**src/tob_regs.svh**
```systemverilog
// constants for the trim option bank: register word indices, reset values, timing
// assumes a 250 MHz system clock and 32-bit AHB-Lite word access
`ifndef TOB_REGS_SVH
`define TOB_REGS_SVH

`define TOB_IDX_REF      8'h20
`define TOB_IDX_CONV     8'h21
`define TOB_IDX_OSC      8'h22
`define TOB_IDX_BO       8'h23
`define TOB_IDX_FLT      8'h26
`define TOB_IDX_BASE     8'h20

`define TOB_FLT_RESET    8'h44
`define TOB_REF_FACTORY  8'h87
`define TOB_CONV_FACTORY 8'h80
`define TOB_OSC_FACTORY  8'h80
`define TOB_BO_FACTORY   8'hfc

`define TOB_CLK_PERIOD_PS 4000
`define TOB_DLY0_NS 5
`define TOB_DLY1_NS 7
`define TOB_DLY2_NS 9
`define TOB_DLY3_NS 11
`define TOB_DLY4_NS 13
`define TOB_DLY5_NS 17
`define TOB_DLY6_NS 20
`define TOB_DLY7_NS 25
`define TOB_NS_TO_CYC(ns) (((ns) * 1000 + `TOB_CLK_PERIOD_PS - 1) / `TOB_CLK_PERIOD_PS)

`endif

```
**src/tob_pkg.sv**
```systemverilog
// types for the trim option bank
// assumes the constants header is included by the design file
package tob_pkg;
	typedef struct packed {
		logic       quarter_rate_select;
		logic       reserved_hi;
		logic [2:0] filter_delay_code;
		logic       reserved_lo;
		logic [1:0] filter_mode_field;
	} tob_filter_cfg_t;

	typedef struct packed {
		logic       valid;
		logic       write;
		logic       hit;
		logic [2:0] index;
	} tob_ahb_req_t;
endpackage

```
**src/tob_trim_bank.sv**
```systemverilog
// trim option bank: five trim bytes on AHB-Lite plus the clock glitch filter they steer
// assumes raw_clock_in is asynchronous to ref_clk_in and single-word AHB-Lite transfers
//
// Implementation choice: the AHB-Lite register port.
`timescale 1ns/1ns
`include "tob_regs.svh"

module tob_trim_bank (
	input  wire logic        ref_clk_in,
	input  wire logic        resetn_in,
	input  wire logic        hsel_in,
	input  wire logic [31:0] haddr_in,
	input  wire logic [1:0]  htrans_in,
	input  wire logic        hwrite_in,
	input  wire logic [2:0]  hsize_in,
	input  wire logic        hready_in,
	input  wire logic [31:0] hwdata_in,
	input  wire logic        raw_clock_in,
	output logic      [31:0] hrdata_out,
	output logic             hreadyout_out,
	output logic             hresp_out,
	output logic      [4:0]  analog_reference_trim_field_out,
	output logic      [7:0]  converter_comparator_trim_byte_out,
	output logic      [7:0]  oscillator_trim_field_out,
	output logic      [2:0]  brownout_trim_field_out,
	output logic      [11:0] brownout_level_mv_out,
	output logic             brownout_level_valid_out,
	output logic             filtered_clock_out
);
	// trim storage except the filter byte models the information page: no reset, powered up with factory values
	logic [7:0]                ref_reg  = `TOB_REF_FACTORY;
	logic [7:0]                conv_reg = `TOB_CONV_FACTORY;
	logic [7:0]                osc_reg  = `TOB_OSC_FACTORY;
	logic [7:0]                bo_reg   = `TOB_BO_FACTORY;
	tob_pkg::tob_filter_cfg_t  flt_reg;
	tob_pkg::tob_ahb_req_t     req_reg;
	tob_pkg::tob_ahb_req_t     req_next;
	logic [31:0]               rdata_next;
	logic [11:0]               mv_reg;
	logic                      mv_valid_reg;
	logic                      sync1_reg;
	logic                      sync2_reg;
	logic                      filt_reg;
	logic [2:0]                cnt_reg;
	logic [1:0]                div_reg;
	logic                      out_reg;
	logic [2:0]                need_cyc;
	logic                      hold_low;
	logic                      hold_high;
	logic                      wr_now;

	// index of a byte address, hit only on the five mapped words
	function automatic logic [3:0] decode_addr(input logic [31:0] a);
		logic [7:0] w;
		w = a[9:2];
		if (a[31:10] != 22'h0 || a[1:0] != 2'h0)
			decode_addr = 4'h0;
		else if (w == `TOB_IDX_REF || w == `TOB_IDX_CONV || w == `TOB_IDX_OSC
			|| w == `TOB_IDX_BO || w == `TOB_IDX_FLT)
			decode_addr = {1'b1, 3'(w - `TOB_IDX_BASE)};
		else
			decode_addr = 4'h0;
	endfunction

	// least time rounds up to whole cycles
	function automatic logic [2:0] delay_cycles(input logic [2:0] code);
		case (code)
			3'h0: delay_cycles = 3'(`TOB_NS_TO_CYC(`TOB_DLY0_NS));
			3'h1: delay_cycles = 3'(`TOB_NS_TO_CYC(`TOB_DLY1_NS));
			3'h2: delay_cycles = 3'(`TOB_NS_TO_CYC(`TOB_DLY2_NS));
			3'h3: delay_cycles = 3'(`TOB_NS_TO_CYC(`TOB_DLY3_NS));
			3'h4: delay_cycles = 3'(`TOB_NS_TO_CYC(`TOB_DLY4_NS));
			3'h5: delay_cycles = 3'(`TOB_NS_TO_CYC(`TOB_DLY5_NS));
			3'h6: delay_cycles = 3'(`TOB_NS_TO_CYC(`TOB_DLY6_NS));
			default: delay_cycles = 3'(`TOB_NS_TO_CYC(`TOB_DLY7_NS));
		endcase
	endfunction

	// byte value held at a trim index
	function automatic logic [7:0] trim_byte(input logic [2:0] idx, input logic [7:0] r,
		input logic [7:0] c, input logic [7:0] o, input logic [7:0] b, input logic [7:0] f);
		case (idx)
			3'h0: trim_byte = r;
			3'h1: trim_byte = c;
			3'h2: trim_byte = o;
			3'h3: trim_byte = b;
			3'h6: trim_byte = f;
			default: trim_byte = 8'h00;
		endcase
	endfunction

	// address phase
	always_comb begin
		logic [3:0] d;
		d = decode_addr(haddr_in);
		req_next.valid = hsel_in && hready_in && htrans_in[1];
		req_next.write = hwrite_in;
		req_next.hit   = d[3];
		req_next.index = d[2:0];
	end

	assign wr_now = req_reg.valid && req_reg.write && req_reg.hit;

	// read data is sampled in the address phase; a write in its data phase is bypassed
	// so back-to-back write then read returns the new byte
	always_comb begin
		logic [7:0] r;
		logic [7:0] c;
		logic [7:0] o;
		logic [7:0] b;
		logic [7:0] f;
		r = ref_reg;
		c = conv_reg;
		o = osc_reg;
		b = bo_reg;
		f = flt_reg;
		if (wr_now) begin
			case (req_reg.index)
				3'h0: r = hwdata_in[7:0];
				3'h1: c = hwdata_in[7:0];
				3'h2: o = hwdata_in[7:0];
				3'h3: b = hwdata_in[7:0];
				3'h6: f = hwdata_in[7:0];
				default: r = ref_reg;
			endcase
		end
		rdata_next = 32'h0;
		if (req_next.valid && !req_next.write && req_next.hit)
			rdata_next = {24'h0, trim_byte(req_next.index, r, c, o, b, f)};
	end

	always_ff @(posedge ref_clk_in or negedge resetn_in) begin
		if (!resetn_in) begin
			req_reg       <= '0;
			hrdata_out    <= 32'h0;
			hreadyout_out <= 1'b0;
			hresp_out     <= 1'b0;
		end else begin
			req_reg       <= req_next;
			hreadyout_out <= 1'b1;
			hresp_out     <= 1'b0;
			if (req_next.valid)
				hrdata_out <= rdata_next;
		end
	end

	// unmapped writes are dropped; writes are never refused (always OKAY)
	always_ff @(posedge ref_clk_in) begin
		if (resetn_in && wr_now) begin
			case (req_reg.index)
				3'h0: ref_reg  <= hwdata_in[7:0];
				3'h1: conv_reg <= hwdata_in[7:0];
				3'h2: osc_reg  <= hwdata_in[7:0];
				3'h3: bo_reg   <= hwdata_in[7:0];
				default: ref_reg <= ref_reg;
			endcase
		end
	end

	always_ff @(posedge ref_clk_in or negedge resetn_in) begin
		if (!resetn_in)
			flt_reg <= `TOB_FLT_RESET;
		else if (wr_now && req_reg.index == 3'h6)
			flt_reg <= hwdata_in[7:0];
	end

	assign analog_reference_trim_field_out    = ref_reg[7:3];
	assign converter_comparator_trim_byte_out = conv_reg;
	assign oscillator_trim_field_out          = osc_reg;
	assign brownout_trim_field_out            = bo_reg[2:0];
	assign brownout_level_mv_out              = mv_reg;
	assign brownout_level_valid_out           = mv_valid_reg;
	assign filtered_clock_out                 = out_reg;

	// brown-out trigger level in millivolts
	always_ff @(posedge ref_clk_in or negedge resetn_in) begin
		if (!resetn_in) begin
			mv_reg       <= 12'h0;
			mv_valid_reg <= 1'b0;
		end else begin
			mv_valid_reg <= 1'b1;
			case (bo_reg[2:0])
				3'h1: mv_reg <= 12'h640;
				3'h0: mv_reg <= 12'h6a4;
				3'h7: mv_reg <= 12'h708;
				3'h6: mv_reg <= 12'h7d0;
				3'h5: mv_reg <= 12'h898;
				3'h4: mv_reg <= 12'h960;
				default: begin
					mv_reg       <= 12'h0;
					mv_valid_reg <= 1'b0;
				end
			endcase
		end
	end

	// raw clock is asynchronous: two flops before anything looks at it
	always_ff @(posedge ref_clk_in or negedge resetn_in) begin
		if (!resetn_in) begin
			sync1_reg <= 1'b0;
			sync2_reg <= 1'b0;
		end else begin
			sync1_reg <= raw_clock_in;
			sync2_reg <= sync1_reg;
		end
	end

	assign need_cyc  = delay_cycles(flt_reg.filter_delay_code);
	assign hold_high = flt_reg.filter_mode_field[0];
	assign hold_low  = flt_reg.filter_mode_field[1];

	// sampling limits resolution to one 4 ns cycle; the analog filter varies about 30% anyway
	always_ff @(posedge ref_clk_in or negedge resetn_in) begin
		if (!resetn_in) begin
			filt_reg <= 1'b0;
			cnt_reg  <= 3'h0;
		end else if (sync2_reg == filt_reg) begin
			cnt_reg <= 3'h0;
		end else if ((filt_reg && !hold_high) || (!filt_reg && !hold_low)) begin
			filt_reg <= sync2_reg;
			cnt_reg  <= 3'h0;
		end else if (cnt_reg + 3'h1 >= need_cyc) begin
			filt_reg <= sync2_reg;
			cnt_reg  <= 3'h0;
		end else begin
			cnt_reg <= cnt_reg + 3'h1;
		end
	end

	// divider follows the filter, counting filtered rising edges
	always_ff @(posedge ref_clk_in or negedge resetn_in) begin
		if (!resetn_in) begin
			div_reg <= 2'h0;
			out_reg <= 1'b0;
		end else begin
			if (sync2_reg != filt_reg && !filt_reg && cnt_reg + 3'h1 >= need_cyc)
				div_reg <= div_reg + 2'h1;
			else if (sync2_reg && !filt_reg && !hold_low)
				div_reg <= div_reg + 2'h1;
			if (flt_reg.quarter_rate_select)
				out_reg <= div_reg[1];
			else
				out_reg <= filt_reg;
		end
	end

	AST_READ_FILTER_BYTE: assert property (@(posedge ref_clk_in) disable iff (!resetn_in)
		(req_next.valid && !hwrite_in && haddr_in == 32'h98 && !wr_now)
		|=> hrdata_out == {24'h0, $past(flt_reg)})
		else $error("filter byte read at its address returned wrong data");

	AST_OSC_WRITE: assert property (@(posedge ref_clk_in) disable iff (!resetn_in)
		(wr_now && req_reg.index == 3'h2) |=> oscillator_trim_field_out == $past(hwdata_in[7:0]))
		else $error("oscillator trim write not stored");

	AST_BO_LEVEL: assert property (@(posedge ref_clk_in) disable iff (!resetn_in)
		(bo_reg[2:0] == 3'h0) ##1 (bo_reg[2:0] == 3'h0) |-> brownout_level_mv_out == 12'h6a4
			&& brownout_level_valid_out)
		else $error("brown-out code 000 not decoded to 1.7 V");

	AST_FLT_RESET: assert property (@(posedge ref_clk_in)
		$rose(resetn_in) |-> flt_reg == `TOB_FLT_RESET)
		else $error("filter byte not 44h after reset");

	AST_TRIM_KEPT: assert property (@(posedge ref_clk_in)
		!resetn_in |=> osc_reg == $past(osc_reg) && bo_reg == $past(bo_reg) && ref_reg == $past(ref_reg))
		else $error("reset changed a kept trim byte");

	AST_NO_FILTER: assert property (@(posedge ref_clk_in) disable iff (!resetn_in)
		(flt_reg.filter_mode_field == 2'h0) |=> filt_reg == $past(sync2_reg))
		else $error("unfiltered mode did not pass the input through");

	AST_LOW_GLITCH: assert property (@(posedge ref_clk_in) disable iff (!resetn_in)
		(filt_reg && hold_high && !sync2_reg && cnt_reg == 3'h0 && need_cyc >= 3'h2) |=> filt_reg)
		else $error("short low glitch passed the filter");

	AST_HIGH_SETTLE: assert property (@(posedge ref_clk_in) disable iff (!resetn_in)
		(!filt_reg && hold_low && sync2_reg && cnt_reg + 3'h1 == need_cyc) |=> filt_reg)
		else $error("high level not accepted after the delay");

	AST_FULL_RATE: assert property (@(posedge ref_clk_in) disable iff (!resetn_in)
		(!flt_reg.quarter_rate_select && $past(flt_reg.quarter_rate_select) == 1'b0)
			##1 !flt_reg.quarter_rate_select |-> filtered_clock_out == $past(filt_reg))
		else $error("full rate output does not follow the filter");
endmodule

```
**config.mk**
```make
export PLATFORM = sky130hd
export DESIGN_NAME = tob_trim_bank
export DESIGN_NICKNAME = d
export VERILOG_FILES = /design/src/tob_pkg.sv /design/src/tob_trim_bank.sv
export VERILOG_INCLUDE_DIRS = /design/src /design/src/src
export SDC_FILE = /design/constraint.sdc
export NUM_CORES = 1
export LEC_CHECK = 0
export BUFFER_PORTS_ARGS = -buffer_cell sky130_fd_sc_hd__clkbuf_2
export CORE_ASPECT_RATIO = 1.5
export CORE_MARGIN = 8
export CORE_UTILIZATION = 45
export DETAILED_ROUTE_END_ITERATION = 8
export GPL_ROUTABILITY_DRIVEN = 1
export PLACE_DENSITY = 0.77
export SYNTH_ARGS = -nofsm -noshare
export SYNTH_HDL_FRONTEND = slang
export SYNTH_SLANG_ARGS = --single-unit
```
**constraint.sdc**
```tcl
create_clock -name ref_clk_in -period 3.35 [get_ports ref_clk_in]
set_input_delay 0.335 -clock ref_clk_in [delete_from_list [all_inputs] [get_ports ref_clk_in]]
set_output_delay 0.335 -clock ref_clk_in [all_outputs]
set_load 0.01 [all_outputs]
```
* Word-level counts from Yosys, hierarchy flattened *
Cells that the tools add are included.

storage, ports and cells
  output and inout port bits = 72
  input port bits = 75
  register bits = 101

cells by class
  equal/unequal tests = 26
  add/subtract/negate cells = 3
  bitwise logic cells = 1
  magnitude comparators = 1
  reduce and logical (&&, ||, !) cells = 37
  mux-type cells = 25

operators by type and width
  operator                                                               number
  8-bit 2-to-1 mux                                                       11
  12-bit case mux with 6 select lines                                    1
  8-bit by 6-bit equality test with 1-bit output, second input constant  5
  8-bit case mux with 5 select lines                                     1
  3-bit equality test, second input constant                             9
  22-bit nonzero test                                                    1
  3-bit by 2-bit equality test with 1-bit output, second input constant  6
  1-bit logical AND                                                      14
  3-bit by 1-bit equality test with 1-bit output, second input constant  4
  3-bit zero test                                                        4
  3-bit case mux with 4 select lines                                     1
  3-bit 2-to-1 mux                                                       3
  4-bit 2-to-1 mux                                                       2
  1-bit logical OR                                                       6
  2-bit nonzero test                                                     3
  2-bit OR reduction                                                     3
  6-bit OR reduction                                                     1
  1-bit zero test                                                        4
  1-bit 2-to-1 mux                                                       4
  2-bit 2-to-1 mux                                                       2
  3-bit by 1-bit adder with 3-bit output, second input constant          1
  3-bit >= comparator                                                    1
  3-bit by 1-bit subtractor with 3-bit output, second input constant     1
  2-bit by 1-bit adder with 2-bit output, second input constant          1
  4 further kinds                                                        4

* Logic depth before layout (Yosys ltp) *
Gate-level depths: netlist of the first run.

  depth in word-level cells = 10
  depth in mapped cells = 8
  depth with buffers taken out = 7

* Worst setup path before layout of the first run *
No wires, ideal clock.

  path kind = register to register
  start point = register req_reg[0] in the netlist's numbering
  end point = register hrdata_out[2]
  setup time = 0.126 ns
  data required time = 3.224 ns
  cell stages (with the launch flop) = 9
  path slack = 1.145 ns
  arrival = 2.079 ns
  cells stage by stage = dfrtp_1 buf_4 and4b_1 buf_6 and3_4 buf_6 mux2_4 a211o_1 o32a_1

between the ends
  longest elaborated chain between the ends = 5
  elaborated cells on any way between the ends = 17

RTL lines
  what                                               line                  source
  from (decl)                                        tob_trim_bank.sv:36   tob_pkg::tob_ahb_req_t req_reg;
  from (signal assigned)                             tob_trim_bank.sv:139  req_reg <= req_next;
  3-bit equality test, or another cell as far along  tob_trim_bank.sv:118  case (req_reg.index)
  8-bit 2-to-1 mux                                   tob_trim_bank.sv:118
  8-bit 2-to-1 mux                                   tob_trim_bank.sv:117  if (wr_now) begin
  8-bit case mux with 5 select lines (*)             tob_trim_bank.sv:82   case (idx)
  8-bit 2-to-1 mux (*)                               tob_trim_bank.sv:128  if (req_next.valid && !req_next.write && req_next.hit)
  to (signal assigned)                               tob_trim_bank.sv:143  hrdata_out <= rdata_next;
  to (decl)                                          tob_trim_bank.sv:19   output logic [31:0] hrdata_out,

Every way passes the cells marked *; elsewhere a longest branch is shown, timed or not.
A chain may end at the register's enable or synchronous reset.

* Worst setup path after layout of the first run *
  start point = register req_reg[0] in the netlist's numbering
  end point = register hrdata_out[3]

Same word-level chain as after synthesis.

==> results.sh, run 1 <==
export IMPL_place_area_mm2=0.00452
export IMPL_drv_slew=0
export IMPL_dp_hpwl_um=7730
export IMPL_netlist_area_leader_share_pct=24.2
export IMPL_fp_dieH_um=133
export IMPL_nets=517
export IMPL_swShare_pct=22.7
export IMPL_criticalPathCategory="flop to flop"
export IMPL_tightest_slew_ns=0.962
export IMPL_yosysTopAreaCell="dfrtp_1"
export IMPL_worst_ep_required_time_ns=3.56
export IMPL_grt_remaining_overflow=0
export IMPL_finalCriticalPeriod_ns=2.47
export IMPL_final_area_mm2=0.00479
export IMPL_routabilityCongestion=0.887
export IMPL_grt_pass1_vias=3070
export IMPL_rsz0062_at_grt="no"
export IMPL_synth_cell_types=45
export IMPL_grt_pass1_wl_um=16200
export IMPL_ys_flop_type="dfrtp_1"
export IMPL_rows=43
export IMPL_min_path_type="input pin to flop"
export IMPL_finalSetupViolations=0
export IMPL_switching_power_mw=0.464
export IMPL_synth_area_top_cells="dfrtp_1 24%, edfxtp_1 23%, mux2_2 9.0%"
export IMPL_viasPerCell=5.39
export IMPL_syn_area_per_cell_um2=11.8
export IMPL_drive_above_1_share_pct=36.1
export IMPL_cts_buffers=9
export IMPL_cellPowerDensity_mw_per_mm2=427
export IMPL_p_int_mw=1.58
export IMPL_drt_total_wl_um=10500
export IMPL_cts_sinks=74
export IMPL_diodes=0
export IMPL_synth_edff_count=32
export IMPL_dp_cells=534
export IMPL_area_growth_syn_to_layout_pct=16.0
export IMPL_leakagePower_nw=2.08
export IMPL_syn_cell_area_mm2=0.00413
export IMPL_arrival_ns=2.68
export IMPL_seq_area_frac_synth_pct=48.8
export IMPL_clk_latency_ns=0.34
export IMPL_start_util_pct=45.4
export IMPL_cts_root_buf="clkbuf_16"
export IMPL_end_kind="flop"
export IMPL_portBuffers=91
export IMPL_core_area_mm2=0.00909
export IMPL_yosys_warnings=0
export IMPL_top_layer="met4"
export IMPL_die_x_um=94.2
export IMPL_drtAntennaViolNets=0
export IMPL_fin_cells=550
export IMPL_max_vdd_ir_drop_mv=0.282
export IMPL_synthCells=351
export IMPL_slowest_stage="and4b_1"
export IMPL_slowest_delay_ns=0.52
export IMPL_die_area_mm2=0.0126
export IMPL_ctsResizeCount=0
export IMPL_status="finished clean"
export IMPL_clkPwrFrac_pct=43.5
export IMPL_clock_fmax_mhz=405
export IMPL_ios=147
export IMPL_gr_usage_all_layers_pct=17.0
export IMPL_largest_reg_flops=9
export IMPL_cap_violations=0
export IMPL_synthTopCellsByCount="40 x dfrtp_1, 37 x buf_4, 33 x mux2_2, 32 x edfxtp_1, 24 x mux2i_1"
export IMPL_final_core_util_pct=52.7
export IMPL_postCtsSetupBuffers=0
export IMPL_antenna_found_initial=0
export IMPL_holdWs_ns=0.103
export IMPL_ys_seq_elements=74
export IMPL_htree_levels=3
export IMPL_period_share_pct=73.7
export IMPL_drt_iter0_markers=185
export IMPL_grt_max_degree=43
export IMPL_vias=2963
export IMPL_start_kind="flop"
export IMPL_cts_tree="yes"
export IMPL_cts_buffer_depth=2
export IMPL_seq_power_share_pct=48.4
export IMPL_wl_met3_um=1040
export IMPL_wl_met1_um=3560
export IMPL_firstDrtPassIters=4
export IMPL_hold_viol=0
export IMPL_tns_ns=0
export IMPL_holdBufCountCts=0
export IMPL_drcViolationCount=0
export IMPL_path_cells="and4b_1, and3_4, mux2_4, a211o_1, o32a_1"
export IMPL_async_flop_share_pct=56.8
export IMPL_max_slew_margin_pct=35.5
export IMPL_wl_per_cell_um=19.1
export IMPL_synth_most_common_cell="dfrtp_1"
export IMPL_path_max_fanout=9
export IMPL_wl_met2_um=5430
export IMPL_pwr_share_comb_pct=8.1
export IMPL_clk_pin_slew_ns=0.06
export IMPL_skew_ns=0.00713
per-stage QoR:
stage | power, mW | worst slack [ns]
2_1_floorplan | 1.12 | 1.14
3_3_place_gp | 1.16 | 0.944
3_5_place_dp | 1.17 | 0.932
4_1_cts | 2.06 | 0.904
5_1_grt | 2.13 | 0.830
6_report | 2.05 | 0.883
path summary, 6_finish.rpt:
path / startpoint / endpoint / slack [ns] / cells after the start
worst max-delay path: req_reg[0] / hrdata_out[3] / 0.88 / 5
worst min-delay path: raw_clock_in / sync1_reg / 0.10 / 1
worst max register to register: req_reg[0] / hrdata_out[3] / 0.88 / 5
worst min register to register: sync1_reg / sync2_reg / 0.36 / 0
max in group asynchronous: resetn_in / flt_reg[6] / 2.86 / 2
min in group asynchronous: resetn_in / brownout_level_mv_out[5] / 0.12 / 2
kinds of logic (layout without fill, tap and decap cells):
kind of cell / count (synthesis) / count (layout) / share of synthesized area (%)
and+or+nand+nor: 78 / 78 / 11.0
DFF: 74 / 74 / 48.8
buffers and inverters: 67 / 128 / 10.0
muxes: 65 / 65 / 17.7
AOI/OAI and AO/OA: 52 / 52 / 8.75
adders and majority gates: 9 / 9 / 2.73
xor gates and xnor gates: 4 / 4 / 0.848
other: 2 / 28 / 0.182
critical path, delay by kind of cell, from the launching register on:
kind | cells | cell delay (ns)
simple gates | 2 | 0.88
mux | 1 | 0.33
compound gates | 2 | 0.66
flops | 1 | 0.47
final cells by class:
type	instances	area (µm²)
clock buffers	16	272
repair buffers	99	515
fillers	802	4300
inverters	13	48.8
multi-input cells	236	1800
well taps	112	140
flip-flops and latches	74	2010
cell usage in the layout, fill, tap and decap left out, types with 11 or more instances in the layout:
cell / instances
edfxtp_1: 32
conb_1: 28
mux2_2: 33
nor2_1: 16
inv_1: 13
dfrtp_1: 40
a21oi_1: 11
mux2i_1: 24
nand3_1: 12
clkbuf_2: 91
power by group through the flow:
stage	registers (mW)	logic, mW	clock network, mW
global route	0.994	0.184	0.946
detailed placement	1.01	0.164	0
global placement	1.01	0.158	0
CTS	0.992	0.165	0.905
finish	0.992	0.165	0.890
floorplan	1.01	0.118	0
per-layer routing:
layer | vias to the layer above | track usage (%)
li1 | 1390 | -
met1 | 1401 | 17.3
met2 | 146 | 28.6
met3 | 26 | 5.57
met4 | 0 | 11.0
met5 | - | 0
(Power assumes the default switching activity.)
==> run 2, diff against run 1 <==
- clock period: 3.35 -> 2.35 ns (I/O delays scaled with it)
==> run 2 against run 1 <==
Combinational power rose by 45%. First-iteration DRC count fell by 7.6%. Critical path type unchanged. Hold slack got worse by 0.10 ns.
==> results.sh, run 2 (same netlist as run 1, synthesis figures left out) <==
export IMPL_dp_hpwl_um=7930
export IMPL_cap_violations=0
export IMPL_swShare_pct=22.6
export IMPL_firstDrtPassIters=4
export IMPL_multiInputGateArea_mm2=0.00180
export IMPL_ios=147
export IMPL_p_int_mw=2.23
export IMPL_finalSetupViolations=0
export IMPL_final_core_util_pct=53.3
export IMPL_diodes=0
export IMPL_crit_start="req_reg[0]"
export IMPL_routabilityCongestion=0.867
export IMPL_gr_usage_all_layers_pct=17.2
export IMPL_leakagePower_nw=2.11
export IMPL_seq_power_share_pct=49.1
export IMPL_period_share_pct=88.5
export IMPL_core_area_mm2=0.00909
export IMPL_pre_cts_slack_ns=0.300
export IMPL_cts_buffers=9
export IMPL_hold_viol=0
export IMPL_arrival_ns=2.29
export IMPL_layout_common_cells="91 x clkbuf_2, 40 x dfrtp_1, 33 x mux2_2, 32 x edfxtp_1, 28 x conb_1"
export IMPL_drv_slew=0
export IMPL_criticalPathCategory="flop to flop"
export IMPL_drive_above_1_share_pct=36.8
export IMPL_top_usage_layer="met2"
export IMPL_nets=525
export IMPL_tns_ns=0
export IMPL_clk_pin_slew_ns=0.05
export IMPL_path_max_fanout=8
export IMPL_register_area_mm2=0.00201
export IMPL_switching_power_mw=0.650
export IMPL_drt_total_wl_um=10600
export IMPL_drt_iter0_markers=171
export IMPL_skew_ns=0.00303
export IMPL_slowest_stage="dfrtp_1"
export IMPL_tightest_slew_ns=0.582
export IMPL_cts_sinks=74
export IMPL_grt_max_degree=43
export IMPL_start_util_pct=45.4
export IMPL_area_growth_syn_to_layout_pct=17.2
export IMPL_cts_tree="yes"
export IMPL_reg2reg_from="req_reg[0]"
export IMPL_cellPowerDensity_mw_per_mm2=595
export IMPL_use_met1_pct=17.4
export IMPL_htree_levels=3
export IMPL_drtAntennaViolNets=0
export IMPL_end_kind="flop"
export IMPL_max_slew_margin_pct=61.1
export IMPL_grtUsageMet2_pct=29.7
export IMPL_portBuffers=91
export IMPL_holdWs_ns=0.00282
export IMPL_die_area_mm2=0.0126
export IMPL_viasPerCell=5.50
export IMPL_vias=3067
export IMPL_pwr_share_comb_pct=8.3
export IMPL_clkPwrFrac_pct=42.6
export IMPL_clk_latency_ns=0.33
export IMPL_drcViolationCount=0
export IMPL_start_kind="flop"
export IMPL_finalCriticalPeriod_ns=2.08
export IMPL_status="finished clean"
export IMPL_grt_pass1_wl_um=16700
export IMPL_rsz0062_at_grt="no"
export IMPL_cts_buffer_depth=2
export IMPL_final_common_cell="clkbuf_2"
export IMPL_worst_ep_required_time_ns=2.56
export IMPL_largest_reg_flops=9
export IMPL_postCtsSetupBuffers=0
export IMPL_cts_root_buf="clkbuf_16"
export IMPL_max_vdd_ir_drop_mv=0.370
export IMPL_min_path_type="input pin to asynchronous set/reset pin"
export IMPL_setup_slack_ns=0.270
export IMPL_clock_fmax_mhz=481
export IMPL_grt_pass1_vias=3301
export IMPL_wl_per_cell_um=19.0
export IMPL_globalRouteMet3Util_pct=4.90
export IMPL_rows=43
export IMPL_fillers=795
export IMPL_path_cells="and4b_1, and3_4, mux2_4, a211o_1, o32a_1"
export IMPL_grt_remaining_overflow=0
export IMPL_fp_dieH_um=133
export IMPL_die_x_um=94.2
export IMPL_slowest_delay_ns=0.39
export IMPL_antenna_found_initial=0
==> run 2: changes by cell type in the layout (fill, tap and decap cells not counted) <==
cell	before	now
dlygate4sd3_1	0	1
clkbuf_8	2	1
clkbuf_1	5	6
buf_4	8	15
==> run 2: power by group through the flow <==
stage                     sequential (mW)  clock, mW  combinational [mW]
final                                1.41       1.23               0.240
after floorplan                      1.44          0               0.168
after global routing                 1.42       1.30               0.265
after detailed placement             1.44          0               0.238
after global placement               1.43          0               0.228
after CTS                            1.41       1.24               0.241
==> run 2: final cells by class <==
| class | count | area share, % |
|---|---|---|
| clock buffers | 16 | 5.40 |
| flip-flops and latches | 74 | 41.6 |
| well taps | 112 | 2.89 |
| multi-input cells | 236 | 37.2 |
| repair buffers | 107 | 11.9 |
| inverters | 13 | 1.01 |
==> run 2: layer usage <==
| metal | up-vias | wire length [µm] |
|---|---|---|
| met2 | 148 | 5530 |
| met1 | 1483 | 3500 |
| met5 | - | 0 |
| li1 | 1405 | - |
| met4 | 0 | 468 |
| met3 | 31 | 1090 |
==> run 2: what timing repair did <==
action / CTS / global route
hold buffers: 1 / 0
gates resized for setup: 0 / 0
hold endpoints to repair: 1 / 0
==> run 2: per-stage QoR <==
stage          instance area (µm²)  std cells  total power, mW
6_report                      4840        558             2.88
5_1_grt                       4840        558             2.99
4_1_cts                       4840        558             2.90
3_5_place_dp                  4570        541             1.68
3_3_place_gp                  4570        541             1.66
2_1_floorplan                 4230        377             1.60
==> run 2: final timing paths <==
kind	end	slack, ns	cells after the start
setup reg to reg	hrdata_out[5]	0.27	5
hold reg to reg	sync2_reg	0.35	0
setup / recovery	hrdata_out[5]	0.27	5
hold / removal	brownout_level_mv_out[6]	0.003	2
max in group asynchronous	hrdata_out[5]	1.95	2
min in group ref_clk_in	req_reg[4]	0.05	1
==> run 2: worst max-delay path: cells and delay by family (launching register included) <==
family             cells  cell delay (ns)
muxes                  1             0.33
and+or+nand+nor        2             0.60
AOI/OAI and AO/OA      2             0.64
DFF                    1             0.39
